<file path="src/logic/iefl_map.vh">
// register indices, field positions and reset values of the interrupt enable/flag block
// included by every design file of the block; definitions only
`ifndef IEFL_MAP_VH
`define IEFL_MAP_VH

// ==========================================================================
// register indices (byte address is four times the index)
`define IEFL_IDX_GLOBAL_CTRL   8'ha8
`define IEFL_IDX_REQ_FLAG      8'h91
`define IEFL_IDX_UART_B_EN     8'h9a
`define IEFL_IDX_PERIPH_EN     8'he8
`define IEFL_IDX_COMPARE_CFG   8'hc1
`define IEFL_IDX_WDOG_STAT     8'hc2

// ==========================================================================
// global control fields
`define IEFL_GLB_GATE          7
`define IEFL_GLB_ARM           6
`define IEFL_GLB_T2OV_EN       5

// ==========================================================================
// peripheral enable and request flag fields
`define IEFL_BIT_T2RELOAD      7
`define IEFL_BIT_WATCHDOG_START_REFRESH          6
`define IEFL_BIT_T2OV          6
`define IEFL_BIT_ADC           5
`define IEFL_BIT_MAC           4
`define IEFL_BIT_I2C           3
`define IEFL_BIT_SPIRX         2
`define IEFL_BIT_SPITX         1
`define IEFL_BIT_UART_B        0

// ==========================================================================
// reset values and bus answers
`define IEFL_RST_BYTE          8'h00
`define IEFL_RST_CFG           4'h0
`define IEFL_RESP_OKAY         2'b00
`define IEFL_RESP_SLVERR       2'b10

`endif

</file>
<file path="src/logic/iefl_pin_sync.v">
// three-stage synchroniser with agreement filter and falling-edge pulse
// assumes a single clock domain aclk and a synchronous active-low reset
`timescale 1ns/1ps
`include "iefl_map.vh"

module iefl_pin_sync (
  // clock and reset
  input  wire aclk,
  input  wire aresetn,
  // pin side
  input  wire pin_in,
  // logic side
  output reg  level_r,
  output reg  fall_r
);

  reg [2:0] stage_r;

  // ========================================================================
  // sync chain, level taken once stages two and three agree
  always @(posedge aclk) begin
    if (!aresetn) begin
      stage_r <= 3'h7;
      level_r <= 1'b1;
      fall_r  <= 1'b0;
    end else begin
      stage_r <= {stage_r[1:0], pin_in};
      fall_r  <= 1'b0;
      if (stage_r[1] == stage_r[2]) begin
        level_r <= stage_r[2];
        fall_r  <= level_r & ~stage_r[2];
      end
    end
  end

endmodule // iefl_pin_sync

</file>
<file path="src/logic/iefl_top.v">
// interrupt enables, request flags and vector requests behind an AXI4-Lite slave
// assumes peripheral events are one-cycle pulses on aclk; reload input is a pin
//
// Operation
// RULE1 - enable bit 7 gates reload-input interrupt and its flag setting
// RULE2 - setting start/refresh bit starts watchdog or refreshes a running one
// RULE3 - refresh happens only when start/refresh write directly follows arm write
// RULE4 - start/refresh bit clears itself once start or refresh is done
// RULE5 - enable bits 5,4,3 gate ADC/pin-change, MAC overflow and I2C
// RULE6 - enable bits 2,1 gate SPI receive/overrun and SPI transmit empty
// RULE7 - third enable register bit 0 gates second UART; bits 7..1 unused
// RULE8 - four peripheral vectors are shared with four compare units
// RULE9 - compare mode on a unit hands its vector to that unit
// RULE10 - owned vector blocks the peripheral event even if enabled
// RULE11 - owned vector is requested by the compare unit output
// RULE12 - takeover is decided per compare unit independently
// RULE13 - software reads flags to find source and clears the serviced one
// RULE14 - flag bit 6 sets on timer 2 overflow
// RULE15 - flag bits 5..2 follow peripherals, or compare units 3..0 in compare mode
// RULE16 - flag bit 2 on SPI receive/overrun, bit 1 on SPI transmit empty
// RULE17 - global gate bit must be set for any request to reach the core
// RULE18 - software sets arm bit just before the start/refresh bit
// RULE19 - flags stay set until cleared; request is flag and enable and gate
// RULE20 - reset clears all enables and flags
//
// The AXI4-Lite interface to the registers was chosen for this implementation.
`timescale 1ns/1ps
`include "iefl_map.vh"

module iefl_top (
  // clock and reset
  input  wire        aclk,
  input  wire        aresetn,
  // axi4-lite write address
  input  wire [11:0] s_axi_awaddr,
  input  wire        s_axi_awvalid,
  output reg         s_axi_awready,
  // axi4-lite write data
  input  wire [31:0] s_axi_wdata,
  input  wire [3:0]  s_axi_wstrb,
  input  wire        s_axi_wvalid,
  output reg         s_axi_wready,
  // axi4-lite write response
  output reg  [1:0]  s_axi_bresp,
  output reg         s_axi_bvalid,
  input  wire        s_axi_bready,
  // axi4-lite read address
  input  wire [11:0] s_axi_araddr,
  input  wire        s_axi_arvalid,
  output reg         s_axi_arready,
  // axi4-lite read data
  output reg  [31:0] s_axi_rdata,
  output reg  [1:0]  s_axi_rresp,
  output reg         s_axi_rvalid,
  input  wire        s_axi_rready,
  // peripheral event pulses and second uart level request
  input  wire        timer2_overflow_evt,
  input  wire        adc_pinchange_evt,
  input  wire        mac_overflow_evt,
  input  wire        i2c_evt,
  input  wire        spi_rx_overrun_evt,
  input  wire        spi_tx_empty_evt,
  input  wire        uart_b_req,
  // compare unit pulses
  input  wire        compare_unit0_irq,
  input  wire        compare_unit1_irq,
  input  wire        compare_unit2_irq,
  input  wire        compare_unit3_irq,
  // reload pin
  input  wire        timer2_reload_input,
  // vector requests to the core
  output reg         timer2_vec_req_r,
  output reg  [3:0]  shared_vec_req_r,
  output reg         spi_tx_vec_req_r,
  output reg         uart_b_vec_req_r,
  // watchdog
  output reg         watchdog_start_r,
  output reg         watchdog_refresh_r
);

  // ==========================================================================
  // registers and wires
  reg  [7:0]  global_ctrl_r;
  reg  [7:0]  peripheral_int_enable_reg;
  reg  [7:0]  uart_b_int_enable_reg;
  reg  [7:0]  int_request_flag_reg;
  reg  [3:0]  compare_mode_config;
  reg  [7:0]  flag_nxt;
  reg  [7:0]  rd_byte;
  reg         rd_hit;
  reg         wr_hit;
  wire [3:0]  compare_irq;
  wire [3:0]  periph_evt;
  wire [3:0]  shared_src;
  wire [7:0]  flag_set;
  wire [7:0]  wr_byte;
  wire [9:0]  wr_idx;
  wire [9:0]  rd_idx;
  wire        wr_fire;
  wire        wr_glb;
  wire        wr_per;
  wire        wr_flg;
  wire        wr_uart;
  wire        wr_cfg;
  wire        reload_level;
  wire        reload_fall;
  wire        wd_start;
  wire        wd_refresh;
  wire        wd_running;
  wire        wd_watchdog_start_refresh;
  wire        wd_armed;
  wire        gate;

  // ==========================================================================
  // pin synchroniser for reload input
  iefl_pin_sync u_reload_sync (
    .aclk    (aclk),
    .aresetn (aresetn),
    .pin_in  (timer2_reload_input),
    .level_r (reload_level),
    .fall_r  (reload_fall)
  );

  // ==========================================================================
  // write decode
  assign wr_fire = s_axi_awready & s_axi_awvalid & s_axi_wready & s_axi_wvalid;
  assign wr_idx  = s_axi_awaddr[11:2];
  assign rd_idx  = s_axi_araddr[11:2];
  assign wr_byte = s_axi_wdata[7:0];
  assign wr_glb  = wr_fire & s_axi_wstrb[0] & (wr_idx == {2'b00, `IEFL_IDX_GLOBAL_CTRL});
  assign wr_per  = wr_fire & s_axi_wstrb[0] & (wr_idx == {2'b00, `IEFL_IDX_PERIPH_EN});
  assign wr_flg  = wr_fire & s_axi_wstrb[0] & (wr_idx == {2'b00, `IEFL_IDX_REQ_FLAG});
  assign wr_uart = wr_fire & s_axi_wstrb[0] & (wr_idx == {2'b00, `IEFL_IDX_UART_B_EN});
  assign wr_cfg  = wr_fire & s_axi_wstrb[0] & (wr_idx == {2'b00, `IEFL_IDX_COMPARE_CFG});

  always @* begin
    case (wr_idx)
      {2'b00, `IEFL_IDX_GLOBAL_CTRL},
      {2'b00, `IEFL_IDX_PERIPH_EN},
      {2'b00, `IEFL_IDX_REQ_FLAG},
      {2'b00, `IEFL_IDX_UART_B_EN},
      {2'b00, `IEFL_IDX_COMPARE_CFG},
      {2'b00, `IEFL_IDX_WDOG_STAT}: wr_hit = 1'b1;
      default: wr_hit = 1'b0;
    endcase
  end

  // ==========================================================================
  // watchdog start/refresh sequencing
  iefl_wdog_ctl u_wdog (
    .aclk      (aclk),
    .aresetn   (aresetn),
    .wr_arm    (wr_glb & wr_byte[`IEFL_GLB_ARM]),
    .wr_watchdog_start_refresh   (wr_per & wr_byte[`IEFL_BIT_WATCHDOG_START_REFRESH]),
    .wr_other  (wr_fire),
    .start_r   (wd_start),
    .refresh_r (wd_refresh),
    .running_r (wd_running),
    .watchdog_start_refresh_r    (wd_watchdog_start_refresh),
    .armed_r   (wd_armed)
  );

  // ==========================================================================
  // enable and configuration registers
  always @(posedge aclk) begin
    if (!aresetn) begin
      global_ctrl_r             <= `IEFL_RST_BYTE; // RULE20
      peripheral_int_enable_reg <= `IEFL_RST_BYTE;
      uart_b_int_enable_reg     <= `IEFL_RST_BYTE;
      compare_mode_config       <= `IEFL_RST_CFG;
    end else begin
      if (wr_glb)
        global_ctrl_r <= {wr_byte[7:5], 5'h00};
      if (wr_per) // RULE5 RULE6
        peripheral_int_enable_reg <= {wr_byte[7], 1'b0, wr_byte[5:1], 1'b0};
      if (wr_uart) // RULE7
        uart_b_int_enable_reg <= {7'h00, wr_byte[`IEFL_BIT_UART_B]};
      if (wr_cfg) // RULE9
        compare_mode_config <= wr_byte[3:0];
    end
  end

  // ==========================================================================
  // request flag sources
  assign compare_irq = {compare_unit3_irq, compare_unit2_irq,
                        compare_unit1_irq, compare_unit0_irq}; // RULE8
  assign periph_evt  = {adc_pinchange_evt, mac_overflow_evt,
                        i2c_evt, spi_rx_overrun_evt};

  genvar gi;
  generate
    for (gi = 0; gi < 4; gi = gi + 1) begin : g_share
      // RULE10 RULE11 RULE12
      assign shared_src[gi] = compare_mode_config[gi] ? compare_irq[gi] : periph_evt[gi];
    end
  endgenerate

  assign flag_set[`IEFL_BIT_T2RELOAD] = reload_fall
                                        & peripheral_int_enable_reg[`IEFL_BIT_T2RELOAD]; // RULE1
  assign flag_set[`IEFL_BIT_T2OV]     = timer2_overflow_evt; // RULE14
  assign flag_set[5:2]                = shared_src; // RULE15
  assign flag_set[`IEFL_BIT_SPITX]    = spi_tx_empty_evt; // RULE16

  // ==========================================================================
  // reserved flag bit never sets
  assign flag_set[0]                  = 1'b0; // RULE16

  // ==========================================================================
  // request flags: write zero clears, set wins over clear
  always @* begin
    flag_nxt = int_request_flag_reg;
    if (wr_flg)
      flag_nxt = int_request_flag_reg & wr_byte; // RULE13
    flag_nxt = flag_nxt | flag_set; // RULE19
    flag_nxt[0] = 1'b0;
  end

  always @(posedge aclk) begin
    if (!aresetn)
      int_request_flag_reg <= `IEFL_RST_BYTE; // RULE20
    else
      int_request_flag_reg <= flag_nxt;
  end

  // ==========================================================================
  // vector requests
  assign gate = global_ctrl_r[`IEFL_GLB_GATE];

  always @(posedge aclk) begin
    if (!aresetn) begin
      timer2_vec_req_r   <= 1'b0;
      shared_vec_req_r   <= 4'h0;
      spi_tx_vec_req_r   <= 1'b0;
      uart_b_vec_req_r   <= 1'b0;
      watchdog_start_r   <= 1'b0;
      watchdog_refresh_r <= 1'b0;
    end else begin
      timer2_vec_req_r <= gate & // RULE17
        ((int_request_flag_reg[`IEFL_BIT_T2RELOAD]
          & peripheral_int_enable_reg[`IEFL_BIT_T2RELOAD])
         | (int_request_flag_reg[`IEFL_BIT_T2OV]
          & global_ctrl_r[`IEFL_GLB_T2OV_EN]));
      shared_vec_req_r <= {4{gate}} & int_request_flag_reg[5:2]
                          & peripheral_int_enable_reg[5:2]; // RULE19
      spi_tx_vec_req_r <= gate & int_request_flag_reg[`IEFL_BIT_SPITX]
                          & peripheral_int_enable_reg[`IEFL_BIT_SPITX];
      uart_b_vec_req_r <= gate & uart_b_req
                          & uart_b_int_enable_reg[`IEFL_BIT_UART_B]; // RULE7
      watchdog_start_r   <= wd_start; // RULE2
      watchdog_refresh_r <= wd_refresh; // RULE3
    end
  end

  // ==========================================================================
  // read mux
  always @* begin
    rd_hit  = 1'b1;
    rd_byte = 8'h00;
    case (rd_idx)
      {2'b00, `IEFL_IDX_GLOBAL_CTRL}: rd_byte = global_ctrl_r;
      {2'b00, `IEFL_IDX_PERIPH_EN}:
        rd_byte = peripheral_int_enable_reg | {1'b0, wd_watchdog_start_refresh, 6'h00}; // RULE4
      {2'b00, `IEFL_IDX_REQ_FLAG}:    rd_byte = int_request_flag_reg;
      {2'b00, `IEFL_IDX_UART_B_EN}:   rd_byte = uart_b_int_enable_reg;
      {2'b00, `IEFL_IDX_COMPARE_CFG}: rd_byte = {4'h0, compare_mode_config};
      {2'b00, `IEFL_IDX_WDOG_STAT}:
        rd_byte = {5'h00, reload_level, wd_armed, wd_running};
      // unmapped index reads zero, answered with slave error
      default: rd_hit = 1'b0;
    endcase
  end

  // ==========================================================================
  // axi4-lite handshakes
  always @(posedge aclk) begin
    if (!aresetn) begin
      s_axi_awready <= 1'b0;
      s_axi_wready  <= 1'b0;
      s_axi_bvalid  <= 1'b0;
      s_axi_bresp   <= `IEFL_RESP_OKAY;
      s_axi_arready <= 1'b0;
      s_axi_rvalid  <= 1'b0;
      s_axi_rresp   <= `IEFL_RESP_OKAY;
      s_axi_rdata   <= 32'h00000000;
    end else begin
      s_axi_awready <= 1'b0;
      s_axi_wready  <= 1'b0;
      if (s_axi_awvalid & s_axi_wvalid & ~s_axi_bvalid & ~s_axi_awready) begin
        s_axi_awready <= 1'b1;
        s_axi_wready  <= 1'b1;
      end
      if (wr_fire) begin
        s_axi_bvalid <= 1'b1;
        s_axi_bresp  <= wr_hit ? `IEFL_RESP_OKAY : `IEFL_RESP_SLVERR;
      end else if (s_axi_bready) begin
        s_axi_bvalid <= 1'b0;
      end
      s_axi_arready <= s_axi_arvalid & ~s_axi_rvalid & ~s_axi_arready;
      if (s_axi_arready & s_axi_arvalid) begin
        s_axi_rvalid <= 1'b1;
        s_axi_rdata  <= {24'h000000, rd_byte};
        s_axi_rresp  <= rd_hit ? `IEFL_RESP_OKAY : `IEFL_RESP_SLVERR;
      end else if (s_axi_rready) begin
        s_axi_rvalid <= 1'b0;
      end
    end
  end

endmodule // iefl_top

</file>
<file path="src/logic/iefl_wdog_ctl.v">
// watchdog start/refresh sequencing from register writes
// assumes write strobes are one-cycle pulses from the register slave
`timescale 1ns/1ps
`include "iefl_map.vh"

module iefl_wdog_ctl (
  // clock and reset
  input  wire aclk,
  input  wire aresetn,
  // register write events
  input  wire wr_arm,
  input  wire wr_watchdog_start_refresh,
  input  wire wr_other,
  // watchdog side
  output reg  start_r,
  output reg  refresh_r,
  output reg  running_r,
  output reg  watchdog_start_refresh_r,
  output reg  armed_r
);

  // ========================================================================
  // arm must be the write directly before start/refresh for a refresh; a start needs no arm
  always @(posedge aclk) begin
    if (!aresetn) begin
      start_r   <= 1'b0;
      refresh_r <= 1'b0;
      running_r <= 1'b0;
      watchdog_start_refresh_r    <= 1'b0;
      armed_r   <= 1'b0;
    end else begin
      start_r   <= 1'b0;
      refresh_r <= 1'b0;
      watchdog_start_refresh_r    <= 1'b0; // RULE4
      if (wr_watchdog_start_refresh) begin
        watchdog_start_refresh_r <= 1'b1;
        if (!running_r) begin
          start_r   <= 1'b1; // RULE2
          running_r <= 1'b1;
        end else if (armed_r) begin
          refresh_r <= 1'b1; // RULE3
        end
        armed_r <= 1'b0;
      end else if (wr_arm) begin
        armed_r <= 1'b1;
      end else if (wr_other) begin
        armed_r <= 1'b0; // RULE3
      end
    end
  end

endmodule // iefl_wdog_ctl
</file>
<file path="config.mk">
export PLATFORM = sky130hd
export DESIGN_NAME = iefl_top
export DESIGN_NICKNAME = d
export VERILOG_FILES = /design/src/logic/iefl_pin_sync.v /design/src/logic/iefl_top.v /design/src/logic/iefl_wdog_ctl.v
export VERILOG_INCLUDE_DIRS = /design/src /design/src/logic
export SDC_FILE = /design/constraint.sdc
export NUM_CORES = 1
export LEC_CHECK = 0
export BUFFER_PORTS_ARGS = -buffer_cell sky130_fd_sc_hd__buf_4
export CORE_MARGIN = 8
export CORE_UTILIZATION = 32
export DETAILED_ROUTE_END_ITERATION = 10
export PLACE_DENSITY = 0.73
export RECOVER_POWER = 100
export SETUP_SLACK_MARGIN = 0.4
export SLEW_MARGIN = 20
export SYNTH_ARGS = -nofsm -noshare
export SYNTH_HDL_FRONTEND = slang
export SYNTH_SLANG_ARGS = --single-unit
</file>
<file path="constraint.sdc">
create_clock -name aclk -period 1.5 [get_ports aclk]
set_clock_uncertainty 0.05 [all_clocks]
set_input_delay 0.375 -clock aclk [delete_from_list [all_inputs] [get_ports aclk]]
set_output_delay 0.375 -clock aclk [all_outputs]
set_load 0.05 [all_outputs]
</file>
==> results of run 1 <==
## cells in the mapped netlist, types with 4 or more instances
master / count / share of area
and3_1: 8 / 0.020
nor2_1: 14 / 0.021
a22oi_1: 8 / 0.024
nand3_1: 13 / 0.026
and2_1: 4 / 0.010
o21ai_0: 20 / 0.040
nor2b_1: 6 / 0.015
a32oi_1: 4 / 0.014
inv_1: 5 / 0.0075
buf_4: 28 / 0.084
dfxtp_1: 54 / 0.43
clkbuf_1: 5 / 0.0075
mux2i_1: 9 / 0.036
nand2b_1: 9 / 0.023
nand2_1: 27 / 0.041
nor3_1: 4 / 0.0080
a21oi_1: 16 / 0.032
## timing repair
item | 4_1_cts | 5_1_grt
setup endpoints to repair | 60 | 61
gates resized for setup | 113 | 32
hold buffers | 0 | 0
hold endpoints to repair | 0 | 0
pin swaps | 31 | 21
setup buffers | 9 | 5
gates cloned | 1 | 0
## final timing paths
path,start,endpoint,slack (ns),cells past startpoint
worst max register to register,s_axi_wready$_SDFF_PN0_,u_wdog.armed_r$_SDFFE_PP0P_,0.03,7
worst min register to register,u_reload_sync.stage_r[0]$_SDFF_PN1_,u_reload_sync.stage_r[1]$_SDFF_PN1_,0.37,1
worst max-delay path,s_axi_awaddr[4],u_wdog.armed_r$_SDFFE_PP0P_,-0.01,7
worst min-delay path,timer2_reload_input,u_reload_sync.stage_r[0]$_SDFF_PN1_,0.19,2
## worst register-to-register path, delay by kind of cell (launching register included)
kind,cells,cell delay [ns]
buf+inv,2,0.33
flops,1,0.36
simple gates,4,0.60
compound gates,1,0.07
## metrics by stage
step             util  power [uW]  cell area, sq um  worst slack, ns
4_1_cts        0.5018        3009              3837         -0.01566
6_report       0.5242        3019              4009         -0.01070
2_1_floorplan       -        1827              2661        -0.006931
3_5_place_dp   0.4303        1977              3291          -0.2854
5_1_grt        0.5242        3136              4009         -0.07517
3_3_place_gp   0.4303        1966              3291          -0.2635
## layer usage
| metal | vias up | wire length (microns) | global-route usage |
|---|---|---|---|
| li1 | 1163 | - | - |
| met5 | - | 0 | 0 |
| met4 | 0 | 156 | 0.04757 |
| met1 | 1085 | 3077 | 0.1429 |
| met3 | 12 | 445 | 0.04585 |
| met2 | 75 | 4116 | 0.2406 |
## power by group through the flow
stage	Clock (uW)	Combinational [uW]	Sequential [uW]
after detailed placement	0	476	1500
after global placement	0	466	1500
final	991	554	1470
after CTS	1020	518	1470
after global routing	1070	584	1480
after floorplan	0	304	1520
## area by class of cell
cell class / instances / area [sq um] / share of cell area
clock buffers: 5 / 68.82 / 0.01717
well taps: 102 / 127.6 / 0.03184
clock inverters: 3 / 47.55 / 0.01186
multi-input cells: 209 / 1495 / 0.3730
inverters: 5 / 21.27 / 0.005306
flip-flops and latches: 54 / 1115 / 0.2781
repair buffers: 116 / 1134 / 0.2828
## kinds of logic (layout without fill, tap and decap cells)
group / count (synthesis) / count (layout)
XOR/XNOR: 2 / 2
buffers and inverters: 40 / 129
other: 1 / 26
flip-flops: 54 / 54
AO/OA/AOI/OAI: 61 / 61
AND/OR/NAND/NOR: 108 / 108
multiplexers: 12 / 12
==> results.ini, run 1 <==
[clock_network]
cts_max_level = 2
cts_buffers = 5
cts.clk_slew.worst_paths_ns = 0.10
cts_tree = built
clkSinkCount = 54
clock_latency_ns = 0.31
cts_root_buf = clkbuf_8
clock_path_buffers = 2

[cells_and_area]
final_cell_mix = buf_4 (74), dfxtp_1 (31), buf_8 (28)
nets = 470
syn2layout_area_growth_pct = 61.09
diodes = 0
final_common_cell = buf_4
fillerInstances = 689
drive_above_1_share = 0.5153
largest_register_ffs = 8
fin_cells = 494

[place]
dp_hpwl_microns = 5701
place_congestion = 0.8586
port-buffer-count = 71
post-place-cells = 471

[worst_hold_path]
hold_path_class = in -> reg

[power_and_ir_drop]
intPower_uw = 2175
switching_share = 0.2798
pwr-share-clk = 0.328
p_leak_uw = 0.001701
p_switching_uw = 844.8
power_density_nw_per_um2 = 753.2
irDropWorstVdd_v = 0.0005423
power_frac_comb = 0.183
power_frac_seq = 0.488

[yosys]
ys_seq_area_frac = 0.4344
yosysWarnings = 0
yosys_most_used_dff = dfxtp_1
synth-seq-cells = 54
muxShareOfSynthArea = 0.04977
synth_xor_area_frac = 0.007039
synthAdderAreaFrac = 0
synth_compound_area_frac = 0.1483
synth_top_family_by_area = simple AND/OR/NAND/NOR gates
yosysUniqueCellTypes = 47
syn_inst = 278
netlist_area_sq_um = 2489
synth-simple-area-share = 0.2529
syn_avg_cell_area_sq_um = 8.952
synthArstFlopShare = 0
synth_edf_count = 0

[timing]
hold_violations = 0
finalCriticalPeriod_ns = 1.511
post-route-period-util = 1.007
clock.fmax_mhz = 661.9
rsz0062_at_grt = yes
hold_ws_ns = 0.1928
fin_ws_ns = -0.01070
drv_slew = 0
setup_viol_count_final = 1
tns_ns = -0.01070

[routing]
ant_nets = 0
vias_per_cell = 4.727
drcViolationCount = 0
dr.pass1.iters = 4
routed_wl_microns = 7796
wl_per_cell_microns = 15.78
num_vias = 2335
drtIter0Drc = 95

[critical_path]
critPathBufInv = 2
cp-start-kind = input pin
cp_slowest_cell = or3_4
worst_ep_arrival_time_ns = 1.71
cpPeakStageDelay_ns = 0.40
crit_chain = buf_8 > or3_4 > nor4_4 > buf_4 > and2b_4 > a22oi_2 > nor2_1
path_delay_family = simple AND/OR/NAND/NOR gates
critical_path_required_ns = 1.70
crit_fanout = 7
crit_type = in -> reg
end_kind = flip-flop

[flow_run]
cap_violations = 0

[global_routing]
grt_pass1_wl_microns = 12020
grt_max_degree = 19
grt-ovfl-total = 0
antenna_found_initial = 0
track_usage = 0.1343
first_global_vias = 2540

[floorplan]
rows = 32
dieArea_sq_um = 10850
die_w_microns = 104.2
core_region_area_sq_um = 7647
io_pins = 129
initial_core_util = 0.3254
die_y_microns = 104.2

[run_status]
failed_checks = negative setup slack
status = finished with violations

Note: power is estimated with default switching activity, not from simulation.
==> run 2, diff against run 1 <==
- CAP_MARGIN: unset -> 20
- PLACE_DENSITY: 0.73 -> unset
- PLACE_DENSITY_LB_ADDON: unset -> 0.08
==> results.ini, run 2 (synthesized netlist as in run 1, its figures left out) <==
[clock_network]
clock_latency_ns = 0.30
clkSinkCount = 54
clock_path_buffers = 2
cts_buffers = 5
cts_root_buf = clkbuf_8
cts_max_level = 2
cts_tree = built
cts.clk_slew.worst_paths_ns = 0.10

[routing]
route.met3.wl_microns = 368
num_vias = 2296
met2_length_microns = 3475
drtIter0Drc = 80
vias_per_cell = 4.657
highest_layer = met4
drcViolationCount = 0
met1_length_microns = 3218
wl_per_cell_microns = 14.42
dr.pass1.iters = 4
routed_wl_microns = 7109
ant_nets = 0

[global_routing]
antenna_found_initial = 0
first_global_vias = 2392
grt-ovfl-total = 0
grt_pass1_wl_microns = 11860
grt_max_degree = 19
track_usage = 0.1308

[worst_hold_path]
hold_path_class = in -> reg
hold_path_depth = 2

[place]
dp_hpwl_microns = 5554
post-place-cells = 473
port-buffer-count = 71
place_congestion = 0.7639
dpl_cell_area_sq_um = 3306

[power_and_ir_drop]
p_leak_uw = 0.001606
irDropWorstVdd_v = 0.0003417
power_density_nw_per_um2 = 760.3

[critical_path]
rr_startpoint = s_axi_wready$_SDFF_PN0_
crit_chain = buf_6 > or3_4 > nor4_4 > and2b_2 > a22oi_2 > nor2_1
crit_fanout = 7
critical_path_required_ns = 1.70
crit_cells = 6
worst_ep_arrival_time_ns = 1.65
critPathCapture = u_wdog.armed_r$_SDFFE_PP0P_
end_kind = flip-flop
startpoint = s_axi_awaddr[11]
rrSetupSlack_ns = 0.07
cp_slowest_cell = or3_4
cpPeakStageDelay_ns = 0.40
r2r_cells = 7
critPathBufInv = 1
cp-start-kind = input pin
rr_endpoint = compare_mode_config[3]$_SDFFE_PN0P_
path_delay_family = simple AND/OR/NAND/NOR gates
crit_type = in -> reg

[floorplan]
rows = 32
io_pins = 129
core_region_area_sq_um = 7647
die_w_microns = 104.2
dieArea_sq_um = 10850
die_y_microns = 104.2
initial_core_util = 0.3254

[timing]
clock.fmax_mhz = 690.8
setup_viol_count_final = 0
finalCriticalPeriod_ns = 1.448
drv_slew = 0
post-route-period-util = 0.9650
rsz0062_at_grt = yes
hold_violations = 0

[cells_and_area]
final_util = 0.4954
final_common_cell = buf_4
nets = 469
fillerInstances = 769
drive_above_1_share = 0.4757
diodes = 0
fin_cells = 493
largest_register_ffs = 8
final_cell_mix = buf_4 (77), dfxtp_1 (43), conb_1 (26)
syn2layout_area_growth_pct = 52.24
postLayoutCellArea_sq_um = 3789

[run_status]
status = complete, no violations

[flow_run]
cap_violations = 0

## run 2: changes by cell type in the layout (fill, tap and decap cells not counted), sizes merged
cell      previous run  this run
buf                116       104
clkbuf               5        17
clkinv               1         0
clkinvlp             0         1
bufinv               1         0
## run 2: worst min path at each step
| stage | from | endpoint | slack (ns) |
|---|---|---|---|
| 2_1_floorplan | u_reload_sync.stage_r[0]$_SDFF_PN1_ | u_reload_sync.stage_r[1]$_SDFF_PN1_ | 0.34 |
| 3_3_place_gp | u_reload_sync.stage_r[0]$_SDFF_PN1_ | u_reload_sync.stage_r[1]$_SDFF_PN1_ | 0.34 |
| 3_5_place_dp | u_reload_sync.stage_r[0]$_SDFF_PN1_ | u_reload_sync.stage_r[1]$_SDFF_PN1_ | 0.34 |
| 4_1_cts | timer2_reload_input | u_reload_sync.stage_r[0]$_SDFF_PN1_ | 0.18 |
| 5_1_grt | timer2_reload_input | u_reload_sync.stage_r[0]$_SDFF_PN1_ | 0.18 |
| 6_report | timer2_reload_input | u_reload_sync.stage_r[0]$_SDFF_PN1_ | 0.20 |
## run 2: where the power goes
| group | total (uW) | internal (uW) | switching (uW) |
|---|---|---|---|
| Clock | 874 | 381 | 492 |
| Sequential | 1470 | 1450 | 18.8 |
| Combinational | 535 | 209 | 326 |
## run 2: area by class of cell
| class | count | area (sq um) | share of cell area |
|---|---|---|---|
| Multi-Input combinational cell | 209 | 1443 | 0.3808 |
| Sequential cell | 54 | 1100 | 0.2903 |
| Timing Repair Buffer | 115 | 1001 | 0.2642 |
| Tap cell | 102 | 127.6 | 0.03369 |
| Clock buffer | 6 | 82.58 | 0.02180 |
| Inverter | 5 | 18.77 | 0.004954 |
| Clock inverter | 2 | 16.27 | 0.004293 |
## run 2: through the flow
stage	total power (uW)	hold slack (ns)	setup TNS (ns)	setup slack, ns
4_1_cts	2888	0.1844	0	0.05510
3_5_place_dp	1982	0.3425	-6.425	-0.2694
3_3_place_gp	1980	0.3427	-5.617	-0.2491
2_1_floorplan	1827	0.3363	-0.04852	-0.006931
5_1_grt	3007	0.1795	-0.02788	-0.01345
6_report	2881	0.1965	0	0.05249
## run 2: metal layers
layer / GRT usage / vias to the layer above
li1: - / 1157
met1: 0.1596 / 1072
met2: 0.2214 / 65
met3: 0.03470 / 2
met4: 0.03413 / 0
met5: 0 / -
## run 2: timing repair
action                                  4_1_cts  5_1_grt
setup buffers                                 5        7
hold buffers                                  0        0
endpoints found under the setup margin       60       61
pin swaps                                    19       23
resized for setup                            98       33
==> run 3, diff against run 2 <==
==> constraint.sdc (replaced) <==
create_clock -name aclk -period 1.5 [get_ports aclk]
set_clock_uncertainty 0.05 [all_clocks]
set_input_delay 0.075 -clock aclk [delete_from_list [all_inputs] [get_ports aclk]]
set_output_delay 0.075 -clock aclk [all_outputs]
set_load 0.05 [all_outputs]
==> results.ini, run 3 (synthesized netlist as in run 1, its figures left out) <==
[power_and_ir_drop]
switching_share = 0.2733
p_leak_uw = 0.001442
intPower_uw = 2127
power_frac_seq = 0.503
pwr-share-clk = 0.327
power_density_nw_per_um2 = 825.0
p_switching_uw = 799.8
power_frac_comb = 0.170
irDropWorstVdd_v = 0.0003294

[critical_path]
end_kind = flip-flop
crit_cells = 6
critical_path_required_ns = 1.64
worst_ep_arrival_time_ns = 1.62
r2r_cells = 6
cp-start-kind = flip-flop
path_delay_family = simple AND/OR/NAND/NOR gates
crit_chain = nand4_1 > nor4_2 > nand3_1 > buf_6 > o21ai_2 > a21oi_1
critPathBufInv = 1
crit_fanout = 7
cp_slowest_cell = dfxtp_4
cpPeakStageDelay_ns = 0.35
crit_type = reg -> reg

[floorplan]
die_y_microns = 104.2
core_region_area_sq_um = 7647
initial_core_util = 0.3254
rows = 32
die_w_microns = 104.2
dieArea_sq_um = 10850
io_pins = 129

[routing]
drtIter0Drc = 103
vias_per_cell = 4.751
wl_per_cell_microns = 14.50
drcViolationCount = 0
ant_nets = 0
num_vias = 2323
routed_wl_microns = 7089
dr.pass1.iters = 4

[timing]
post-route-period-util = 0.9878
slew-limit-headroom = 0.5897
drv_slew = 0
rsz0062_at_grt = yes
worst_pin_slew_ns = 0.6181
finalCriticalPeriod_ns = 1.482
hold_violations = 0
clock.fmax_mhz = 674.9
setup_viol_count_final = 0

[clock_network]
cts_buffers = 5
clock_latency_ns = 0.30
cts_max_level = 2
clkSinkCount = 54
cts_root_buf = clkbuf_8
clock_path_buffers = 2
cts.clk_slew.worst_paths_ns = 0.09
cts_tree = built

[global_routing]
grt_pass1_wl_microns = 11660
met2_usage = 0.2071
antenna_found_initial = 0
grtUsageMet3 = 0.04151
use_met1 = 0.1576
first_global_vias = 2404
grt-ovfl-total = 0
top_usage_layer = met2
track_usage = 0.1285
grt_max_degree = 17

[cells_and_area]
drive_above_1_share = 0.3075
syn2layout_area_growth_pct = 42.53
fillerInstances = 801
multi_input_area_sq_um = 1374
nets = 465
diodes = 0
regArea_sq_um = 1089
final_util = 0.4638
largest_register_ffs = 8
postLayoutCellArea_sq_um = 3547
final_common_cell = buf_4
final_cell_mix = buf_4 (56), dfxtp_1 (52), conb_1 (26)

[place]
port-buffer-count = 71
dp_hpwl_microns = 5542
dpl_cell_area_sq_um = 3187
place_congestion = 0.7759

[worst_hold_path]
hold_path_depth = 3
hold_path_class = in -> reg

[run_status]
status = complete, no violations

[flow_run]
cap_violations = 0

==> run 3: cell types whose count changed in the layout (fill, tap and decap cells not counted), moves of 9 or more <==
cell / delta
clkbuf_2: -9
buf_4: -21
buf_8: -16
dfxtp_2: -9
dfxtp_1: +9
dlygate4sd3_1: +20
clkbuf_1: +22
==> run 3: metrics by stage <==
| step | hold WS (ns) | worst slack [ns] | TNS, ns | cells | total power [uW] |
|---|---|---|---|---|---|
| floorplan | 0.1203 | 0.05930 | 0 | 303 | 1824 |
| global placement | 0.2071 | -0.009095 | -0.009095 | 458 | 1950 |
| detailed placement | 0.2153 | -0.02074 | -0.03728 | 458 | 1952 |
| CTS | 0.0008875 | 0.06688 | 0 | 486 | 2952 |
| global route | 0.009931 | -0.1005 | -1.044 | 489 | 3067 |
| finish | 0.01320 | 0.01831 | 0 | 489 | 2927 |
==> run 3: routing by layer <==
| layer | routed length [microns] | vias to the layer above |
|---|---|---|
| met3 | 392 | 8 |
| met5 | 0 | - |
| met2 | 3263 | 73 |
| li1 | - | 1156 |
| met1 | 3342 | 1086 |
| met4 | 91 | 0 |
==> run 3: area by class of cell <==
cell class / count / share of cell area
Multi-Input combinational cell: 209 / 0.3873
Sequential cell: 54 / 0.3069
Timing Repair Buffer: 111 / 0.2339
Tap cell: 102 / 0.03598
Clock buffer: 5 / 0.01940
Clock inverter: 3 / 0.01129
Inverter: 5 / 0.005291
==> run 3: power groups by stage <==
stage / registers (uW) / clock network [uW] / logic [uW]
2_1_floorplan: 1520 / 0 / 300
3_3_place_gp: 1500 / 0 / 447
3_5_place_dp: 1500 / 0 / 448
4_1_cts: 1470 / 983 / 497
5_1_grt: 1480 / 1060 / 532
6_report: 1470 / 957 / 498
==> run 3: worst reg2reg max path, stage by stage (launching register included) <==
cell and delay (ns):
dfxtp_4 0.35, nand4_1 0.12, nor4_2 0.33, nand3_1 0.15
buf_6 0.18, o21ai_2 0.12, a21oi_1 0.07
==> run 3: path summary, 6_finish.rpt <==
check / startpoint / endpoint / slack, ns
worst max-delay path: s_axi_wready$_SDFF_PN0_ / int_request_flag_reg[6]$_SDFF_PN0_ / 0.02
worst min register to register: u_reload_sync.stage_r[0]$_SDFF_PN1_ / u_reload_sync.stage_r[1]$_SDFF_PN1_ / 0.36
worst max register to register: s_axi_wready$_SDFF_PN0_ / int_request_flag_reg[6]$_SDFF_PN0_ / 0.02
worst min-delay path: s_axi_awaddr[8] / u_wdog.watchdog_start_refresh_r$_SDFF_PN0_ / 0.01
==> run 3: what timing repair did <==
action                                  4_1_cts  5_1_grt
endpoints found under the setup margin       36       38
pin swaps                                     2       12
cloned                                        0        1
buffers inserted                              1        1
hold buffers                                 19        1
resized for setup                            20       27
endpoints found under the hold margin        23        1
